**src/cpsp_pkg.sv**
```systemverilog
// Constants and types for the cable port status page
`default_nettype none
package cpsp_pkg;
    // Number of cable ports
    localparam int NUM_PORTS = 2;
    // Port select width
    localparam int SEL_W = 1;
    // Avalon byte address width and data width
    localparam int ADDR_W = 5;
    localparam int DATA_W = 32;
    // Register byte offsets
    localparam logic [ADDR_W-1:0] OFS_PORT_SELECT = 5'h00;
    localparam logic [ADDR_W-1:0] OFS_LINE_STATE = 5'h04;
    localparam logic [ADDR_W-1:0] OFS_SPEED_EVENT = 5'h08;
    localparam logic [ADDR_W-1:0] OFS_IRQ_STATUS = 5'h0C;
    localparam logic [ADDR_W-1:0] OFS_IRQ_MASK = 5'h10;
    // Field positions in port_line_and_link_state
    localparam int LINE_A_POS = 6;
    localparam int LINE_B_POS = 4;
    localparam int LINE_CHILD_BIT = 3;
    localparam int LINE_CONN_BIT = 2;
    localparam int LINE_BIAS_BIT = 1;
    localparam int LINE_DIS_BIT = 0;
    // Field positions in port_speed_and_event_control
    localparam int CTRL_SPEED_POS = 5;
    localparam int CTRL_INTEN_BIT = 4;
    localparam int CTRL_FAULT_BIT = 3;
    // Interrupt status and mask layout
    localparam int IRQ_W = 2;
    localparam int IRQ_PORT_BIT = 0;
    localparam int IRQ_FAULT_BIT = 1;
    // Line state codes
    localparam logic [1:0] LINE_INVALID = 2'h0;
    localparam logic [1:0] LINE_ONE = 2'h1;
    localparam logic [1:0] LINE_ZERO = 2'h2;
    localparam logic [1:0] LINE_HIGH_Z = 2'h3;
    // Bus handshake states
    typedef enum logic {
        BUS_IDLE = 1'b0,
        BUS_ACK = 1'b1
    } cpsp_bus_state_type;
    // Per-port state
    typedef struct packed {
        logic [1:0] pair_a_line_state;
        logic [1:0] pair_b_line_state;
        logic child;
        logic connected;
        logic bias;
        logic disabled;
        logic [2:0] speed;
        logic int_enable;
        logic fault;
        logic fault_set;
        logic event_pulse;
    } cpsp_port_state_type;
    localparam cpsp_port_state_type PORT_RESET = '0;
    // Top-level state
    typedef struct packed {
        cpsp_bus_state_type bus;
        logic wait_req;
        logic [7:0] rdata;
        logic [SEL_W-1:0] sel;
        logic [IRQ_W-1:0] irq_status;
        logic [IRQ_W-1:0] irq_mask;
        logic irq;
    } cpsp_top_state_type;
    localparam cpsp_top_state_type TOP_RESET = '{
        bus: BUS_IDLE, wait_req: 1'b1, rdata: 8'h00, sel: '0,
        irq_status: '0, irq_mask: '0, irq: 1'b0};
endpackage : cpsp_pkg
`default_nettype wire

```
**src/cpsp_status_page.sv**
```systemverilog
// Cable port status page with Avalon-MM slave and interrupt
//
// The address map and the Avalon-MM slave port were chosen for this implementation.
`timescale 1ns/1ns
`default_nettype none
module cpsp_status_page #(
    parameter int NPORT = cpsp_pkg::NUM_PORTS
) (
    // Clock and reset
    input wire logic I_MCLK,
    input wire logic I_RST,
    // Avalon-MM slave
    input wire logic [cpsp_pkg::ADDR_W-1:0] I_AVS_ADDRESS,
    input wire logic I_AVS_READ,
    input wire logic I_AVS_WRITE,
    input wire logic [cpsp_pkg::DATA_W-1:0] I_AVS_WRITEDATA,
    input wire logic [3:0] I_AVS_BYTEENABLE,
    output logic [cpsp_pkg::DATA_W-1:0] O_AVS_READDATA,
    output logic O_AVS_WAITREQUEST,
    // Per-port line and link state from the port logic
    input wire logic [2*NPORT-1:0] I_PAIR_A_LINE_STATE,
    input wire logic [2*NPORT-1:0] I_PAIR_B_LINE_STATE,
    input wire logic [NPORT-1:0] I_CHILD,
    input wire logic [NPORT-1:0] I_CONNECTED,
    input wire logic [NPORT-1:0] I_BIAS,
    input wire logic [3*NPORT-1:0] I_NEGOTIATED_SPEED,
    input wire logic [NPORT-1:0] I_SUSPEND_FAULT,
    // Controls back to the ports
    output logic [NPORT-1:0] O_PORT_DISABLE,
    output logic O_PORT_EVENT,
    output logic O_IRQ
);
    import cpsp_pkg::*;

    cpsp_top_state_type r; // Registered state
    cpsp_top_state_type next_r; // Next state

    // Per-port views
    logic [7:0] line_reg [NPORT]; // Line byte per port
    logic [7:0] ctrl_reg [NPORT]; // Control byte per port
    logic [NPORT-1:0] wr_line; // Line byte write strobes
    logic [NPORT-1:0] wr_ctrl; // Control byte write strobes
    logic [NPORT-1:0] fault_set; // Fault raised pulses
    logic [NPORT-1:0] port_event; // Enabled field changes

    // Bus side helpers
    logic access; // Request completes this edge
    logic wr_low; // Write touching the low lane
    logic [IRQ_W-1:0] irq_set; // Events this cycle
    logic [IRQ_W-1:0] irq_clr; // Write-one-to-clear mask

    // Register index from byte address; unmapped gives zero
    function automatic logic [2:0] reg_index(
        input logic [ADDR_W-1:0] addr
    );
        logic [2:0] idx;
        idx = 3'h0;
        case (addr)
            OFS_PORT_SELECT: begin
                idx = 3'h1;
            end
            OFS_LINE_STATE: begin
                idx = 3'h2;
            end
            OFS_SPEED_EVENT: begin
                idx = 3'h3;
            end
            OFS_IRQ_STATUS: begin
                idx = 3'h4;
            end
            OFS_IRQ_MASK: begin
                idx = 3'h5;
            end
            default: begin
                idx = 3'h0;
            end
        endcase
        return idx;
    endfunction : reg_index

    // One unit per cable port, each with its own copy
    genvar gi;
    generate
        for (gi = 0; gi < NPORT; gi++) begin : g_port
            cpsp_port_unit u_port (
                .i_clk(I_MCLK),
                .i_rst(I_RST),
                .i_pair_a_line_state(I_PAIR_A_LINE_STATE[2*gi +: 2]),
                .i_pair_b_line_state(I_PAIR_B_LINE_STATE[2*gi +: 2]),
                .i_child(I_CHILD[gi]),
                .i_connected(I_CONNECTED[gi]),
                .i_bias(I_BIAS[gi]),
                .i_speed(I_NEGOTIATED_SPEED[3*gi +: 3]),
                .i_suspend_fault(I_SUSPEND_FAULT[gi]),
                .i_wr_line(wr_line[gi]),
                .i_wr_ctrl(wr_ctrl[gi]),
                .i_wdata(I_AVS_WRITEDATA[7:0]),
                .o_line_reg(line_reg[gi]),
                .o_ctrl_reg(ctrl_reg[gi]),
                .o_disabled(O_PORT_DISABLE[gi]),
                .o_fault_set(fault_set[gi]),
                .o_event(port_event[gi])
            );
            // Page writes reach only the selected port
            assign wr_line[gi] = wr_low && (r.sel == SEL_W'(gi))
                && (reg_index(I_AVS_ADDRESS) == 3'h2);
            assign wr_ctrl[gi] = wr_low && (r.sel == SEL_W'(gi))
                && (reg_index(I_AVS_ADDRESS) == 3'h3);
        end
    endgenerate

    // A request is taken on the edge where waitrequest is low
    assign access = (I_AVS_READ | I_AVS_WRITE) && (r.bus == BUS_ACK);
    // Only byte lane 0 carries register bits
    assign wr_low = access && I_AVS_WRITE && I_AVS_BYTEENABLE[0];

    // Interrupt events and clears
    always_comb begin
        irq_set = '0;
        irq_clr = '0;
        // Any enabled port change raises the global flag
        irq_set[IRQ_PORT_BIT] = |port_event;
        irq_set[IRQ_FAULT_BIT] = |fault_set;
        // Write one to clear
        if (wr_low && (reg_index(I_AVS_ADDRESS) == 3'h4)) begin
            irq_clr = I_AVS_WRITEDATA[IRQ_W-1:0];
        end
    end

    // Next-state logic for the bus slave and shared registers
    always_comb begin
        next_r = r;
        case (r.bus)
            // Wait one cycle, then answer with data ready
            BUS_IDLE: begin
                if (I_AVS_READ | I_AVS_WRITE) begin
                    next_r.bus = BUS_ACK;
                    next_r.wait_req = 1'b0;
                    // Read data sampled here, held in the answer cycle
                    case (reg_index(I_AVS_ADDRESS))
                        3'h1: begin
                            next_r.rdata = 8'h00;
                            next_r.rdata[SEL_W-1:0] = r.sel;
                        end
                        3'h2: begin
                            // Fields of the selected port only
                            next_r.rdata = line_reg[r.sel];
                        end
                        3'h3: begin
                            next_r.rdata = ctrl_reg[r.sel];
                        end
                        3'h4: begin
                            next_r.rdata = 8'h00;
                            next_r.rdata[IRQ_W-1:0] = r.irq_status;
                        end
                        3'h5: begin
                            next_r.rdata = 8'h00;
                            next_r.rdata[IRQ_W-1:0] = r.irq_mask;
                        end
                        default: begin
                            // Unmapped reads return zero
                            next_r.rdata = 8'h00;
                        end
                    endcase
                end
            end
            // Request completes; return to waiting
            BUS_ACK: begin
                next_r.bus = BUS_IDLE;
                next_r.wait_req = 1'b1;
            end
            default: begin
                next_r.bus = BUS_IDLE;
                next_r.wait_req = 1'b1;
            end
        endcase
        // Port select and mask writes
        if (wr_low && (reg_index(I_AVS_ADDRESS) == 3'h1)) begin
            next_r.sel = I_AVS_WRITEDATA[SEL_W-1:0];
        end
        if (wr_low && (reg_index(I_AVS_ADDRESS) == 3'h5)) begin
            next_r.irq_mask = I_AVS_WRITEDATA[IRQ_W-1:0];
        end
        // Set wins over a same-cycle clear
        next_r.irq_status = (r.irq_status & ~irq_clr) | irq_set;
        // Level interrupt from unmasked status
        next_r.irq = |(next_r.irq_status & next_r.irq_mask);
    end

    // State register, synchronous reset
    always_ff @(posedge I_MCLK) begin
        if (I_RST) begin
            r <= TOP_RESET;
        end else begin
            r <= next_r;
        end
    end

    // Outputs straight from the state register
    assign O_AVS_READDATA = {24'h0000_00, r.rdata};
    assign O_AVS_WAITREQUEST = r.wait_req;
    assign O_PORT_EVENT = r.irq_status[IRQ_PORT_BIT];
    assign O_IRQ = r.irq;
endmodule : cpsp_status_page
`default_nettype wire

```
**src/cpsp_port_unit.sv**
```systemverilog
// One cable port's copy of the status page fields
`timescale 1ns/1ns
`default_nettype none
module cpsp_port_unit (
    input wire logic i_clk,
    input wire logic i_rst,
    input wire logic [1:0] i_pair_a_line_state,
    input wire logic [1:0] i_pair_b_line_state,
    input wire logic i_child,
    input wire logic i_connected,
    input wire logic i_bias,
    input wire logic [2:0] i_speed,
    input wire logic i_suspend_fault,
    input wire logic i_wr_line,
    input wire logic i_wr_ctrl,
    input wire logic [7:0] i_wdata,
    output logic [7:0] o_line_reg,
    output logic [7:0] o_ctrl_reg,
    output logic o_disabled,
    output logic o_fault_set,
    output logic o_event
);
    import cpsp_pkg::*;

    cpsp_port_state_type r; // Registered state
    cpsp_port_state_type next_r; // Next state
    logic changed; // Any watched field moves

    // Next-state logic
    always_comb begin
        next_r = r;
        changed = 1'b0;
        // Live line and link sampling, zero after reset
        next_r.pair_a_line_state = i_pair_a_line_state;
        next_r.pair_b_line_state = i_pair_b_line_state;
        // Value is meaningless in the tree-id window; passed as is
        next_r.child = i_child;
        next_r.connected = i_connected;
        next_r.bias = i_bias;
        next_r.speed = i_speed;
        // Software disable
        if (i_wr_line) begin
            next_r.disabled = i_wdata[LINE_DIS_BIT];
        end
        // Enable and fault clear
        if (i_wr_ctrl) begin
            next_r.int_enable = i_wdata[CTRL_INTEN_BIT];
            if (i_wdata[CTRL_FAULT_BIT]) begin
                next_r.fault = 1'b0;
            end
        end
        // Set beats a clear in the same cycle
        if (i_suspend_fault) begin
            next_r.fault = 1'b1;
        end
        next_r.fault_set = i_suspend_fault & ~r.fault;
        // Watch connection, bias, disable and fault
        changed = (next_r.connected != r.connected) | (next_r.bias != r.bias)
            | (next_r.disabled != r.disabled) | (next_r.fault != r.fault);
        next_r.event_pulse = r.int_enable & changed;
    end

    // State register, synchronous reset
    always_ff @(posedge i_clk) begin
        if (i_rst) begin
            r <= PORT_RESET;
        end else begin
            r <= next_r;
        end
    end

    // Byte images for readback
    assign o_line_reg = {r.pair_a_line_state, r.pair_b_line_state, r.child,
        r.connected, r.bias, r.disabled};
    assign o_ctrl_reg = {r.speed, r.int_enable, r.fault, 3'h0};
    assign o_disabled = r.disabled;
    assign o_fault_set = r.fault_set;
    assign o_event = r.event_pulse;
endmodule : cpsp_port_unit
`default_nettype wire

```
**config.mk**
```make
export PLATFORM = sky130hd
export DESIGN_NAME = cpsp_status_page
export DESIGN_NICKNAME = d
export VERILOG_FILES = /design/src/cpsp_pkg.sv /design/src/cpsp_status_page.sv /design/src/cpsp_port_unit.sv
export SDC_FILE = /design/constraint.sdc
export NUM_CORES = 1
export LEC_CHECK = 0
export ABC_AREA = 1
export BUFFER_PORTS_ARGS = -buffer_cell sky130_fd_sc_hd__clkbuf_2
export CORE_ASPECT_RATIO = 0.6
export CORE_UTILIZATION = 48
export CTS_CLUSTER_SIZE = 40
export DETAILED_ROUTE_END_ITERATION = 6
export HOLD_SLACK_MARGIN = 0.02
export PLACE_DENSITY = 0.83
export RECOVER_POWER = 100
export SYNTH_ARGS = -nofsm -noshare
export SYNTH_HDL_FRONTEND = slang
export SYNTH_HIERARCHICAL = 1
export SYNTH_SLANG_ARGS = --single-unit
export TNS_END_PERCENT = 5
```
**constraint.sdc**
```tcl
create_clock -name I_MCLK -period 1.8 [get_ports I_MCLK]
set_clock_uncertainty 0.2 [all_clocks]
set_input_delay 0.36 -clock I_MCLK [delete_from_list [all_inputs] [get_ports I_MCLK]]
set_output_delay 0.36 -clock I_MCLK [all_outputs]
set_load 0.02 [all_outputs]
```
==> flow_summary.yaml <==
final_layout:
  layout_common_cells: "nand2_1, dfxtp_1, inv_1, nor2_1, clkbuf_2"
  post-route-util: 0.567
  layout-drive-gt1-share: 0.183
  mostFrequentLayoutCell: "nand2_1"
  final_nets: 482
  diodes: 0
  largest_reg_flops: 14
  fin_cells: 479
  area_growth_pct: 9.79
drt:
  dr.pass1.iters: 4
  ant_nets: 0
  num_vias: 2087
  drc: 0
  drt_wl_total_um: 4670
  drt_iter0_drc: 43
  vias_per_cell: 4.36
  routedWlPerCell_um: 9.75
timing:
  finalSetupViolations: 0
  drv_slew: 0
  tightest_slew_ns: 0.561
  slew_headroom: 0.626
  fmax_mhz: 587
  grt_setup_unrepaired: "no"
  fin_crit_ns: 1.70
  fin_crit_sh: 0.946
  hold_violations: 0
global_routing:
  grt_pass1_wl_um: 7990
  gr-usage-all-layers: 0.190
  antenna_found_initial: 0
  grt_pass1_vias: 1943
  grt.overflow.total: 0
  grt_max_degree: 29
floorplan:
  core-area_mm2: 0.00473
  start_util: 0.516
  core.rowCount: 19
  die-area_mm2: 0.00538
  io_pins: 104
  dieWidth_um: 94.1
  fp.dieH_um: 57.2
power:
  leakage_nw: 1.42
  p_per_area_mw_per_mm2: 721
  ir_drop_uv: 479
worst_setup_path:
  required_ns: 1.85
  worstPathArrival_ns: 1.75
  crit_path_start_kind: "flop"
  path_max_fanout: 8
  end_kind: "flop"
  crit_type: "reg2reg"
synth:
  synthDistinctLibCells: 24
  netlist_area_mm2: 0.00244
  synth-seq-area-share: 0.377
  syn_inst: 366
  syn_area_per_cell_um2: 6.67
  ys_warn_count: 6
  ys_ff_latch: 46
clock_tree:
  clock_path_buffers: 2
  cts_num_sinks: 46
  cts_buffers: 5
  hold_buffers: 0
  clkTransAtPathRegs_ns: 0.09
  cts_tree: "done"
  insertion_delay_ns: 0.30
  cts.htree.levels: 2
  clockRootBuffer: "clkbuf_8"
placed_design:
  dp_cells: 471
  place.gp.congestion: 0.839
  hpwl_um: 3680
  portBuffers: 48
status:
  status: "complete, no violations"
min_path:
  hp-class: "in2reg"
flow_run:
  drv_cap: 0
where the power goes:
group	total, W	switching [W]	leakage [nW]	internal (W)
logic	0.000243	0.000165	0.997	0.0000776
registers	0.00107	0.0000170	0.378	0.00105
clock network	0.000619	0.000345	0.0452	0.000274
synth_stat cells, drive strengths merged:
master	n	area [um2]
a21oi	18	116
a31oi	2	12.5
buf	46	332
clkinv	2	7.51
conb	3	11.3
dfxtp	46	921
inv	50	188
nand2	127	482
nand3	11	55.1
nand4	4	25.0
nor2	43	189
nor3	6	52.6
o21ai	6	37.5
or2	2	12.5
critical path, stage by stage, from the launching register on:
cell        delay (ns)
dfxtp_1           0.44
clkinvlp_4        0.21
nor3_1            0.31
inv_1             0.09
o21ai_2           0.14
nand2_1           0.10
nand2_1           0.08
nor2_1            0.04
nor2_1            0.06
worst paths after layout:
check	startpoint	end	slack [ns]	cells past startpoint
setup / recovery	r[5]	g_port[1].u_port/o_event	0.1	8
hold / removal	I_NEGOTIATED_SPEED[3]	g_port[1].u_port/o_ctrl_reg[5]	0.03	3
setup reg to reg	r[5]	g_port[1].u_port/o_event	0.1	8
hold reg to reg	g_port[1].u_port/o_ctrl_reg[4]	g_port[1].u_port/o_event	0.26	2
cell families (layout without fill, tap and decap cells):
kind of cell,count (synthesis),count (layout),share of synthesized area
compound gates,26,26,0.0682
buf+inv,98,121,0.216
flops,46,46,0.377
other cells,3,30,0.00461
simple gates,193,193,0.334
metal layers:
metal	track usage	wire length [um]	vias up
met5	0	0	-
met4	0.0527	40	0
met2	0.320	2110	51
met3	0.0440	260	5
li1	-	-	1127
met1	0.246	2250	904
through the flow:
step / setup slack (ns) / instance area (um2) / total power [W] / hold WS (ns) / setup TNS [ns]
after floorplan: 0.116 / 2540 / 0.00130 / 0.229 / 0
after CTS: 0.141 / 2730 / 0.00196 / 0.0278 / 0
after global placement: -0.0265 / 2640 / 0.00134 / 0.244 / -0.0455
final: 0.0972 / 2680 / 0.00193 / 0.0330 / 0
after detailed placement: -0.0759 / 2640 / 0.00134 / 0.247 / -0.138
after global routing: 0.00890 / 2680 / 0.00204 / 0.0322 / 0
final cells by class:
cell class / instances / area [um2]
inverters: 52 / 199
flip-flops and latches: 46 / 921
multi-input cells: 249 / 1090
repair buffers: 61 / 308
well taps: 63 / 78.8
clock buffers: 6 / 72.6
clock inverters: 2 / 13.8
fillers: 487 / 2050
timing repair:
item,4_1_cts,5_1_grt
gates resized for setup,0,4
setup endpoints to repair,0,1
buffers inserted,0,0
(Power assumes the default switching activity.)
